`config.mk`:
```
export PLATFORM = sky130hd
export DESIGN_NAME = cce_exec
export DESIGN_NICKNAME = d
export VERILOG_FILES = /design/src/cce_pkg.sv /design/src/cce_decode.sv /design/src/cce_exec.sv
export SDC_FILE = /design/constraint.sdc
export NUM_CORES = 1
export LEC_CHECK = 0
export BUFFER_PORTS_ARGS = -buffer_cell sky130_fd_sc_hd__buf_2
export CORE_ASPECT_RATIO = 0.75
export CORE_UTILIZATION = 45
export DETAILED_ROUTE_END_ITERATION = 7
export HOLD_SLACK_MARGIN = 0.15
export PLACE_DENSITY = 0.81
export REMOVE_ABC_BUFFERS = 1
export SYNTH_ARGS = -nofsm -noshare
export SYNTH_HDL_FRONTEND = slang
export SYNTH_SLANG_ARGS = --single-unit
```
`constraint.sdc`:
```
create_clock -name sys_clk_in -period 2.2 [get_ports sys_clk_in]
set_clock_uncertainty 0.15 [all_clocks]
set_input_delay 0.66 -clock sys_clk_in [delete_from_list [all_inputs] [get_ports sys_clk_in]]
set_output_delay 0.66 -clock sys_clk_in [all_outputs]
set_load 0.1 [all_outputs]
```
`src/cce_pkg.sv`:
```
// Constants and types for the call and clear execution block
package cce_pkg;
  timeunit 1ns;
  timeprecision 100ps;
  localparam int unsigned INSN_W  = 12;
  localparam int unsigned PCNT_W  = 11;
  localparam int unsigned DATA_W  = 8;
  localparam int unsigned FADDR_W = 5;

  localparam logic [3:0]  CALL_OPC     = 4'h9;
  localparam logic [11:0] CLR_WREG_WORD = 12'h040;
  localparam logic [6:0]  CLR_FREG_OPC  = 7'h03;
  localparam int unsigned STAT_PAGE_LO = 5;
  localparam int unsigned STAT_PAGE_HI = 6;
  localparam int unsigned STAT_ZERO    = 2;
  localparam logic [7:0]  ZERO_BYTE    = 8'h00;
  localparam logic [10:0] PCNT_RESET   = 11'h7FF;

  typedef enum logic [3:0] {
    CCE_OP_NONE = 4'b0001,
    CCE_OP_CALL = 4'b0010,
    CCE_OP_CLR_WREG = 4'b0100,
    CCE_OP_CLR_FREG = 4'b1000
  } cce_op_t;
endpackage : cce_pkg

```
`src/cce_decode.sv`:
```
// Combinational instruction word decoder
module cce_decode
  import cce_pkg::*;
(
  input  wire logic [cce_pkg::INSN_W-1:0] insn_in,
  output cce_pkg::cce_op_t               op_out
);
  timeunit 1ns;
  timeprecision 100ps;
  always_comb begin
    if (insn_in[11:8] == CALL_OPC) begin
      op_out = CCE_OP_CALL;
    end else if (insn_in == CLR_WREG_WORD) begin
      op_out = CCE_OP_CLR_WREG;
    end else if (insn_in[11:5] == CLR_FREG_OPC) begin
      op_out = CCE_OP_CLR_FREG;
    end else begin
      op_out = CCE_OP_NONE;
    end
  end
endmodule : cce_decode

```
`src/cce_exec.sv`:
```
// Execution of call, working-register clear and file-register clear
module cce_exec
  import cce_pkg::*;
(
  input  wire logic                        sys_clk_in,
  input  wire logic                        rst_n_in,
  input  wire logic                        insn_valid_in,
  input  wire logic [cce_pkg::INSN_W-1:0]  insn_in,
  input  wire logic [cce_pkg::DATA_W-1:0]  status_in,
  output logic                             busy_out,
  output logic [cce_pkg::PCNT_W-1:0]       program_counter_out,
  output logic                             push_out,
  output logic [cce_pkg::PCNT_W-1:0]       stack_top_out,
  output logic                             wreg_we_out,
  output logic [cce_pkg::DATA_W-1:0]       wreg_data_out,
  output logic                             freg_we_out,
  output logic [cce_pkg::FADDR_W-1:0]      freg_addr_out,
  output logic [cce_pkg::DATA_W-1:0]       freg_data_out,
  output logic                             zero_set_out
);
  timeunit 1ns;
  timeprecision 100ps;
  import cce_pkg::*;

  typedef struct packed {
    logic               busy;
    logic [PCNT_W-1:0]  pcnt;
    logic               push;
    logic [PCNT_W-1:0]  top;
    logic               wwe;
    logic               fwe;
    logic [FADDR_W-1:0] faddr;
    logic               zset;
  } cce_state_t;

  cce_state_t s_q;
  cce_state_t s_d;
  cce_op_t    op;

  // Return address and straight-line advance share one wrapping increment
  function automatic logic [PCNT_W-1:0] pcnt_incr(
    input logic [PCNT_W-1:0] value
  );
    return PCNT_W'(value + 1'b1);
  endfunction : pcnt_incr

  cce_decode u_dec (
    .insn_in (insn_in),
    .op_out  (op)
  );

  always_comb begin
    s_d      = s_q;
    s_d.push = 1'b0;
    s_d.wwe  = 1'b0;
    s_d.fwe  = 1'b0;
    s_d.zset = 1'b0;
    if (s_q.busy) begin
      // Second call cycle executes the fetch slot as a bubble
      s_d.busy = 1'b0;
    end else if (insn_valid_in) begin
      s_d.pcnt = pcnt_incr(s_q.pcnt);
      unique case (op)
        CCE_OP_CALL: begin
          s_d.push = 1'b1;
          s_d.top  = pcnt_incr(s_q.pcnt);
          s_d.pcnt = {status_in[STAT_PAGE_HI:STAT_PAGE_LO],
                      1'b0,
                      insn_in[7:0]};
          s_d.busy = 1'b1;
        end
        CCE_OP_CLR_WREG: begin
          s_d.wwe  = 1'b1;
          s_d.zset = 1'b1;
        end
        CCE_OP_CLR_FREG: begin
          s_d.fwe   = 1'b1;
          s_d.faddr = insn_in[FADDR_W-1:0];
          s_d.zset  = 1'b1;
        end
        CCE_OP_NONE: begin
        end
      endcase
    end
  end

  always_ff @(posedge sys_clk_in or negedge rst_n_in) begin
    if (!rst_n_in) begin
      s_q <= '{busy: 1'b0, pcnt: PCNT_RESET, push: 1'b0, top: '0,
               wwe: 1'b0, fwe: 1'b0, faddr: '0, zset: 1'b0};
    end else begin
      s_q <= s_d;
    end
  end

  assign busy_out            = s_q.busy;
  assign program_counter_out = s_q.pcnt;
  assign push_out            = s_q.push;
  assign stack_top_out       = s_q.top;
  assign wreg_we_out         = s_q.wwe;
  assign wreg_data_out       = ZERO_BYTE;
  assign freg_we_out         = s_q.fwe;
  assign freg_addr_out       = s_q.faddr;
  assign freg_data_out       = ZERO_BYTE;
  assign zero_set_out        = s_q.zset;
endmodule : cce_exec

```
After elaboration in Yosys (flattened, before gate mapping)
Index checks and enable logic that the tools add are counted.
{ "word_totals": {"register_bits": 32, "word_cells": 30} }
{ "op_classes": {"reduce_logical": 4, "addsub": 1, "muxes": 10, "bitwise_logic": 1, "eq_ne": 6} }
{ "ops": {"columns": ["cell", "count"], "rows": [
  ["32-bit 2-to-1 mux", 1],
  ["24-bit 2-to-1 mux", 1],
  ["20-bit 2-to-1 mux", 1],
  ["12-bit by 7-bit equality test with 1-bit output, second input constant", 1],
  ["4-bit 2-to-1 mux", 3],
  ["11-bit by 1-bit adder with 11-bit output, second input constant", 1],
  ["4-bit equality test, second input constant", 2],
  ["7-bit by 2-bit equality test with 1-bit output, second input constant", 1],
  ["6-bit 2-to-1 mux", 1],
  ["3-bit AND reduction", 2],
  ["4-bit by 2-bit equality test with 1-bit output, second input constant", 1],
  ["4-bit by 3-bit equality test with 1-bit output, second input constant", 1],
  ["1-bit 2-to-1 mux", 3],
  ["2-bit AND reduction", 1],
  ["2-bit OR reduction", 1],
  ["1-bit NOT", 1]
]} }

Longest topological paths before layout
Gate-level depths: netlist of run 1.
{ "logic_depth": {"depth_word": 9, "ltp_mapped": 6, "depth_no_buf": 5} }

By module
A second synthesis of run 1 with hierarchy kept.
{ "hier_totals": {"hier_cells": 173, "hier_area_um2": 1727.9} }
{ "by_module_without_submodules": {"columns": ["module", "area_each_um2", "cells_per_inst", "n_inst", "seq_area_each_um2"], "rows": [
  ["cce_exec", 1647.8, 164, 1, 789.5],
  ["cce_decode", 80.1, 9, 1, 0.0]
]} }

Least setup slack after synthesis of run 1
Ideal clock, no wire load.
{ "synth_path": {"path_kind": "flip-flop to flip-flop", "from": "reg s_q (netlist bit program_counter_out[0])", "to": "reg s_q (netlist bit program_counter_out[8])", "stages_incl_launch_ff": 6, "path_slack_ps": -79, "t_required_ps": 1971, "period_less_slack_ps": 2279, "arrival_time_ps": 2051, "n_path_buf": 0, "path_cell_list": "dfstp_2 > ha_1 > and4_4 > nand4_4 > or4_1 > o21ai_0"} }
{ "synth_between": {"elab_chain_cells": 2} }
{ "synth_rtl": {"columns": ["element", "line_no", "source"], "rows": [
  ["from (decl)", "cce_exec.sv:36", "cce_state_t s_q;"],
  ["from (signal assigned)", "cce_exec.sv:89", "s_q <= '{busy: 1'b0, pcnt: PCNT_RESET, push: 1'b0, top: '0,"],
  ["11-bit by 1-bit adder with 11-bit output", "cce_exec.sv:44", "return PCNT_W'(value + 1'b1);"],
  ["24-bit 2-to-1 mux", "cce_exec.sv:63", "unique case (op)"]
]} }
No other way between the ends.
A chain may end at the register's enable or synchronous reset.

Worst setup path after layout of run 1
{ "layout_path": {"from": "reg s_q (netlist bit program_counter_out[3])", "to": "out program_counter_out[3] in the netlist's numbering"} }
{ "layout_lines": {"columns": ["element", "line_no", "source"], "rows": [
  ["to (decl)", "cce_exec.sv:11", "output logic [cce_pkg::PCNT_W-1:0] program_counter_out,"]
]} }
No word-level cell between the ends.

==> results.json, run 1 <==
{
  "outcome": "completed",
  "area_delta_synth_final_pct": 20.1,
  "tritoncts": "yes",
  "via_count": 1359,
  "globalplace.congestion": 0.854,
  "dpl_worst_slack_ps": 60.2,
  "mostFrequentLayoutCell": "buf_2",
  "finalHoldViolCount": 0,
  "min_period_ps": 2160,
  "grt-ovfl-total": 0,
  "htreeDepth": 2,
  "vias_per_cell": 5.03,
  "r2r_start": "program_counter_out[0]",
  "ir_drop_mv": 0.971,
  "synth.avg_cell_area_um2": 9.96,
  "syn_area_mm2": 0.00168,
  "sw_frac_of_total_pct": 58.4,
  "drive_above_1_share_pct": 38.6,
  "drt-total-wl_mm": 3.48,
  "final.period_utilization_pct": 98.1,
  "power.density_mw_per_mm2": 1690,
  "fp.dieW_um": 72.6,
  "timing.rr.end": "program_counter_out[8]",
  "path_max_fanout": 8,
  "wl_per_cell_um": 12.9,
  "grt_pass1_vias": 1231,
  "path_delay_family": "flip-flops",
  "p_leak_uw": 0.000951,
  "power.switching_uw": 1990,
  "drt_first_pass_iters": 4,
  "portBuffers": 48,
  "fin_hold_ws_ps": 259,
  "final_core_util_pct": 59.0,
  "start_kind": "flip-flop",
  "synth-seq-cells": 31,
  "r2r_cells": 5,
  "grt_pass1_wl_mm": 5.64,
  "power_frac_comb_pct": 56.6,
  "clk_pin_slew_ps": 60,
  "synthArstFlopShare_pct": 100,
  "intPower_uw": 1420,
  "max_freq_mhz": 463,
  "grt_max_degree": 32,
  "worstPathRequired_ps": 1390,
  "seq_power_share_pct": 29.1,
  "rsz0062_at_grt": "no",
  "cts_setup_buffers": 0,
  "yosysSeqAreaShare_pct": 46.9,
  "yosysUniqueCellTypes": 42,
  "die-area_mm2": 0.00399,
  "path_buf_inv": 1,
  "worstSetupEndpointType": "output pin",
  "mostFrequentLayoutCells": "46 x buf_2, 20 x dfrtp_1, 19 x a21oi_1, 16 x nor2_1, 16 x conb_1",
  "ys.warnings.count": 0,
  "worst_slew_pin_slew_ps": 669,
  "critPathMaxStageDelay_ps": 610,
  "cts_buffers": 5,
  "ant_nets": 0,
  "hp-class": "in2async",
  "clock_path_buffers": 2,
  "arrival_ps": 1350,
  "cts-root-buf": "clkbuf_8",
  "drv_slew": 0,
  "die_y_um": 55.0,
  "drt_iter0_drc": 88,
  "num_antenna_cells": 0,
  "grtUsageTotal_pct": 19.8,
  "core-area_mm2": 0.00342,
  "max-slew-margin-rel_pct": 55.4,
  "worst_slack_ps": 41.8,
  "crit_type": "reg2out",
  "maxCapViolations": 0,
  "clk_latency_ps": 280,
  "setup_tns_ps": 0,
  "start_util_pct": 49.2,
  "antenna_found_initial": 0,
  "power_uw": 3410,
  "path_cells": "buf_2",
  "drc_errors": 0,
  "synth_cells": 169,
  "cp_slowest_cell": "dfstp_2",
  "clock_power_share_pct": 14.3,
  "cts_sinks": 31,
  "reg2reg_slack_ps": 310,
  "dpl.hpwl_mm": 2.58,
  "synth_edf_count": 0,
  "ios": 71,
  "floorplan.rows": 18,
  "synth_top_flop_cell": "dfrtp_1",
  "nNetsFinal": 243,
  "setup_viol": 0
}
==> Yosys cell counts (all sizes together), types with 2 or more instances <==
library cell | instances | share of area, %
a21oi | 19 | 5.7
a2bb2oi | 3 | 1.6
a31oi | 2 | 0.74
and4 | 3 | 1.7
buf | 20 | 8.8
clkbuf | 6 | 2.1
dfrtp | 20 | 30
dfstp | 11 | 17
inv | 4 | 0.89
mux2 | 6 | 4.0
nand2 | 13 | 2.9
nand3 | 5 | 1.5
nand4 | 3 | 2.0
nor2 | 16 | 3.6
nor3 | 2 | 0.89
nor4 | 2 | 0.74
o21ai | 7 | 2.1
o22ai | 3 | 1.1
xnor2 | 5 | 2.6
xor2 | 4 | 2.1
==> power by group through the flow <==
stage	clock network [uW]	logic, uW	registers [uW]
floorplan	0	417	2180
global placement	0	1910	988
detailed placement	0	1920	1000
CTS	499	1930	991
global route	521	2000	1020
finish	487	1930	992
==> layout make-up <==
type | instances | area, um2
Sequential cell | 31 | 790
Tap cell | 50 | 62.6
Multi-Input combinational cell | 123 | 751
Clock buffer | 8 | 100
Fill cell | 328 | 1400
Inverter | 4 | 15.0
Timing Repair Buffer | 54 | 303
==> through the flow <==
step | cells | cell area [um2]
floorplan | 158 | 1560
global placement | 262 | 1920
detailed placement | 262 | 1920
CTS | 270 | 2020
global route | 270 | 2020
finish | 270 | 2020
==> cell families (layout without fill, tap and decap cells) <==
logic type	after synthesis	in the layout	share of synthesized area, %
compound gates	38	38	13.2
xor+xnor	9	9	4.68
fa+ha+maj	1	1	0.743
buf+inv	30	66	11.8
flops	31	31	46.9
mux	7	7	4.61
other cells	1	16	0.223
simple gates	52	52	17.8
==> flip-flops by register name, summed over array words and instances, names as in the netlist <==
name                 count
program_counter_out     11
stack_top_out           11
freg_addr_out            5
busy_out                 1
freg_we_out              1
wreg_we_out              1
zero_set_out             1
==> worst register-to-register path, cell delays in order, from the launching register on <==
cell and delay [ps]:
dfstp_2 590, ha_1 190, and4_4 280, nand4_4 120, or4_1 400, o21ai_0 90
==> worst max path at each step <==
| stage | from | to | slack [ps] | depth (start not counted) |
|---|---|---|---|---|
| floorplan | busy_out | stack_top_out[1] | -940 | 3 |
| CTS | program_counter_out[6] | program_counter_out[6] | 20 | 1 |
| global route | program_counter_out[3] | program_counter_out[3] | 0.6 | 1 |
| detailed placement | insn_in[8] | freg_addr_out[3] | 60 | 4 |
| global placement | insn_in[8] | freg_addr_out[3] | 100 | 4 |
| finish | program_counter_out[3] | program_counter_out[3] | 40 | 1 |
==> layer usage <==
layer	GRT usage, %	routed length, um	up-vias
met5	0	0	-
met4	10.1	53	0
met3	6.52	288	7
met2	29.8	1530	59
met1	26.1	1610	637
li1	-	-	656
==> repair_timing <==
| action | 4_1_cts | 5_1_grt |
|---|---|---|
| hold buffers | 0 | 0 |
| resized for setup | 0 | 1 |
| endpoints found under the setup margin | 0 | 1 |
| endpoints found under the hold margin | 0 | 0 |
Power figures use the tool's default switching activity.
==> run 2: changes to the inputs <==
CELL_PAD_IN_SITES_DETAIL_PLACEMENT = 0   (was default)
CELL_PAD_IN_SITES_GLOBAL_PLACEMENT = 1   (was default)
CORE_UTILIZATION = 35   (was 45)
PLACE_DENSITY = 0.84   (was 0.81)
==> run 2 against run 1 <==
Worst setup slack improved by 0.80 ps; critical path depth unchanged; wire length increased by 1.6%; clock power about the same; sequential power decreased by 2%; final cell count increased by 3.3%; count of clock-buffer cells in the layout unchanged; hold slack improved by 12 ps; flip-flop and latch count unchanged; global-route usage decreased by 4.0 points.
==> results.json, run 2 (same netlist as run 1, synthesis figures left out) <==
{
  "postCtsHoldBufs": 0,
  "portBuffers": 48,
  "drv_slew": 0,
  "die_y_um": 62.1,
  "nNetsFinal": 245,
  "floorplan.rows": 21,
  "rsz0062_at_grt": "no",
  "mostFrequentLayoutCells": "47 x buf_2, 20 x dfrtp_1, 19 x a21oi_1, 16 x nor2_1, 16 x conb_1",
  "final.period_utilization_pct": 98.1,
  "via_count": 1326,
  "dpl.hpwl_mm": 2.62,
  "ir_drop_mv": 1.12,
  "p_leak_uw": 0.000960,
  "max_freq_mhz": 464,
  "cts_buffers": 5,
  "cts-root-buf": "clkbuf_8",
  "drt_iter0_drc": 29,
  "path_delay_family": "flip-flops",
  "vias_per_cell": 4.75,
  "critPathMaxStageDelay_ps": 620,
  "drc_errors": 0,
  "final_core_util_pct": 44.9,
  "final_cells": 279,
  "area_delta_synth_final_pct": 21.3,
  "arrival_ps": 1350,
  "antenna_found_initial": 0,
  "r2r_cells": 5,
  "globalplace.congestion": 0.797,
  "min_period_ps": 2160,
  "grt-ovfl-total": 0,
  "grt_pass1_wl_mm": 5.88,
  "start_util_pct": 37.0,
  "core-area_mm2": 0.00455,
  "die-area_mm2": 0.00509,
  "cts_setup_buffers": 0,
  "max-slew-margin-rel_pct": 52.7,
  "grt_pass1_vias": 1221,
  "gr-usage-met2_pct": 24.3,
  "path_cells": "buf_2",
  "finalHoldViolCount": 0,
  "clk_pin_slew_ps": 60,
  "path_max_fanout": 8,
  "mostFrequentLayoutCell": "buf_2",
  "grtUsageTotal_pct": 15.8,
  "htreeDepth": 2,
  "ant_nets": 0,
  "cts-resized-gates": 0,
  "ios": 71,
  "fp.dieW_um": 82.1,
  "worst_slew_pin_slew_ps": 709,
  "clock_path_buffers": 2,
  "dp_cells": 271,
  "grt_max_degree": 32,
  "num_antenna_cells": 0,
  "tritoncts": "yes",
  "grt_busiest_layer": "met2",
  "cp_slowest_cell": "dfstp_2",
  "outcome": "completed",
  "cts_sinks": 31,
  "crit_type": "reg2out",
  "start_kind": "flip-flop",
  "worstSetupEndpointType": "output pin",
  "worst-path-stages": 1,
  "met1_usage_pct": 21.3,
  "maxCapViolations": 0,
  "worstPathRequired_ps": 1390,
  "setup_viol": 0,
  "drive_above_1_share_pct": 39.2,
  "drt-total-wl_mm": 3.53,
  "wl_per_cell_um": 12.7,
  "clk_latency_ps": 270,
  "path_buf_inv": 1,
  "power.density_mw_per_mm2": 1670,
  "drt_first_pass_iters": 4,
  "hp-class": "in2async",
  "met3_usage_pct": 4.67
}
run 2: final cells by class:
cell class                 count  area, um2
clock buffer                   8        100
fill                         470       2500
inverter                       4       15.0
multi-input combinational    123        751
sequential                    31        790
tap                           57       71.3
timing repair buffer          56        315
run 2: layer usage:
layer  wire (um)  up-vias
li1            -      663
met1        1780      621
met2        1540       37
met3         189        5
met4          25        0
met5           0        -
run 2: stage by stage:
| step | total power, uW | hold slack, ps | setup slack, ps | setup TNS, ps | cell area, um2 |
|---|---|---|---|---|---|
| global route | 3560 | 322 | 0.696 | 0 | 2040 |
| global placement | 2920 | 337 | 119 | 0 | 1940 |
| CTS | 3430 | 299 | 30.1 | 0 | 2040 |
| detailed placement | 2930 | 338 | 110 | 0 | 1940 |
| floorplan | 2600 | 214 | -943 | -17470 | 1560 |
| finish | 3400 | 270 | 42.6 | 0 | 2040 |
run 2: report_power, final:
group          leakage, uW  switching (uW)  internal (uW)
sequential        0.000364             182            793
clock            0.0000515             200            285
combinational     0.000545            1600            344
total             0.000960            1980           1420
run 2: worst paths after layout:
check                      slack, ps                endpoint                    from
min in group sys_clk_in          350        freg_addr_out[4]        freg_addr_out[4]
max in group asynchronous       1160        stack_top_out[2]                rst_n_in
hold / removal                   270        stack_top_out[6]                rst_n_in
setup / recovery                  40  program_counter_out[3]  program_counter_out[3]
hold reg to reg                  350        freg_addr_out[4]        freg_addr_out[4]
setup reg to reg                 310  program_counter_out[8]  program_counter_out[0]
==> run 3: changes to the inputs <==
PLACE_DENSITY = default   (was 0.84)
PLACE_DENSITY_LB_ADDON = 0.1   (was default)
==> run 3 against run 2 <==
Sequential power barely moved; sequential share of layout area is 0.38 points higher; register-to-register slack lost 40 ps; via count is 1.5% higher; combinational power hardly changed; first-iteration DRC count increased to 2.9 times the previous value; hold slack improved by 11 ps; non-clock buffer count unchanged; worst setup slack gained 4.8 ps; clock power fell by 13%; final cell count did not move; flip-flop and latch count did not move; largest power group unchanged.
==> results.json, run 3 (same netlist as run 1, synthesis figures left out) <==
{
  "outcome": "completed",
  "drc_errors": 0,
  "fin_hold_ws_ps": 282,
  "ios": 71,
  "postCtsHoldBufs": 0,
  "r2r_start": "program_counter_out[0]",
  "ant_nets": 0,
  "grtUsageTotal_pct": 16.6,
  "num_antenna_cells": 0,
  "n_fill_cell": 460,
  "path_buf_inv": 1,
  "core-area_mm2": 0.00455,
  "drt-total-wl_mm": 3.82,
  "path_cells": "buf_2",
  "grt_max_degree": 32,
  "final_cells": 279,
  "drt_first_pass_iters": 4,
  "cts_setup_buffers": 0,
  "cts_buffers": 5,
  "finalHoldViolCount": 0,
  "r2r_cells": 5,
  "worstPathRequired_ps": 1390,
  "vias_per_cell": 4.82,
  "clk_latency_ps": 280,
  "dp_cells": 271,
  "nNetsFinal": 245,
  "crit_type": "reg2out",
  "max_freq_mhz": 465,
  "start_kind": "flip-flop",
  "reg2reg_slack_ps": 270,
  "critPathMaxStageDelay_ps": 610,
  "timing.rr.end": "program_counter_out[8]",
  "tritoncts": "yes",
  "start_util_pct": 37.0,
  "htreeDepth": 2,
  "globalplace.congestion": 0.820,
  "floorplan.rows": 21,
  "hp-class": "in2async",
  "max-slew-margin-rel_pct": 53.2,
  "mostFrequentLayoutCell": "buf_2",
  "power.density_mw_per_mm2": 1660,
  "rsz0062_at_grt": "no",
  "worst_slew_pin_slew_ps": 702,
  "antenna_found_initial": 0,
  "drt_iter0_drc": 84,
  "fp.dieW_um": 82.1,
  "die_y_um": 62.1,
  "setup_viol": 0,
  "clock_path_buffers": 2,
  "die-area_mm2": 0.00509,
  "drv_slew": 0,
  "ir_drop_mv": 0.952,
  "area_delta_synth_final_pct": 20.1,
  "grt_pass1_vias": 1249,
  "cts-resized-gates": 0,
  "path_max_fanout": 6,
  "path_delay_family": "flip-flops",
  "cts_sinks": 31,
  "wl_per_cell_um": 13.7,
  "cp_slowest_cell": "dfstp_2",
  "maxCapViolations": 0,
  "grt-ovfl-total": 0,
  "portBuffers": 48,
  "min_period_ps": 2150,
  "grt_pass1_wl_mm": 6.09,
  "p_leak_uw": 0.000948,
  "clk_pin_slew_ps": 70,
  "drive_above_1_share_pct": 38.3,
  "mostFrequentLayoutCells": "47 x buf_2, 20 x dfrtp_1, 19 x a21oi_1, 16 x nor2_1, 16 x conb_1",
  "dpl.hpwl_mm": 2.80,
  "final.period_utilization_pct": 97.8,
  "cts-root-buf": "clkbuf_8",
  "arrival_ps": 1340,
  "worstSetupEndpointType": "output pin",
  "via_count": 1346
}
-- run 3: cell counts in the layout (fill, tap and decap cells not counted) --
No cell type changed its count.
-- run 3: cell type report --
cell class                 instances  area (um2)  area share, %
timing repair buffer              56         315           15.6
sequential                        31         790           39.0
tap                               57        71.3           3.53
inverter                           4        15.0          0.743
multi-input combinational        123         751           37.1
clock buffer                       8        80.1           3.96
-- run 3: power breakdown --
| part | leakage [uW] | switching [uW] | internal (uW) |
|---|---|---|---|
| Sequential | 0.000364 | 182 | 793 |
| Clock | 0.0000395 | 196 | 224 |
| Combinational | 0.000545 | 1610 | 348 |
-- run 3: how the worst max path moves through the flow --
stage	from	end	slack [ps]	cells after the start
floorplan	busy_out	stack_top_out[1]	-940	3
detailed placement	insn_in[8]	freg_addr_out[3]	110	4
global route	program_counter_out[7]	program_counter_out[7]	9	1
finish	program_counter_out[7]	program_counter_out[7]	50	1
global placement	insn_in[8]	freg_addr_out[4]	140	4
CTS	program_counter_out[3]	program_counter_out[3]	40	1
-- run 3: metal layers --
layer / up-vias / GRT usage [%] / part of all wire (%)
li1: 660 / - / -
met4: 0 / 6.02 / 0.94
met5: - / 0 / 0
met1: 631 / 22.1 / 48
met3: 4 / 4.67 / 6.8
met2: 51 / 26.1 / 44
-- run 3: per-stage QoR --
step | total power, uW | util [%] | setup slack [ps] | TNS, ps | instance area, um2
4_1_cts | 3380 | 44.5 | 38.4 | 0 | 2020
6_report | 3350 | 44.5 | 47.3 | 0 | 2020
2_1_floorplan | 2600 | - | -943 | -17470 | 1560
3_5_place_dp | 2950 | 42.7 | 113 | 0 | 1940
3_3_place_gp | 2930 | 42.7 | 140 | 0 | 1940
5_1_grt | 3520 | 44.5 | 9.32 | 0 | 2020
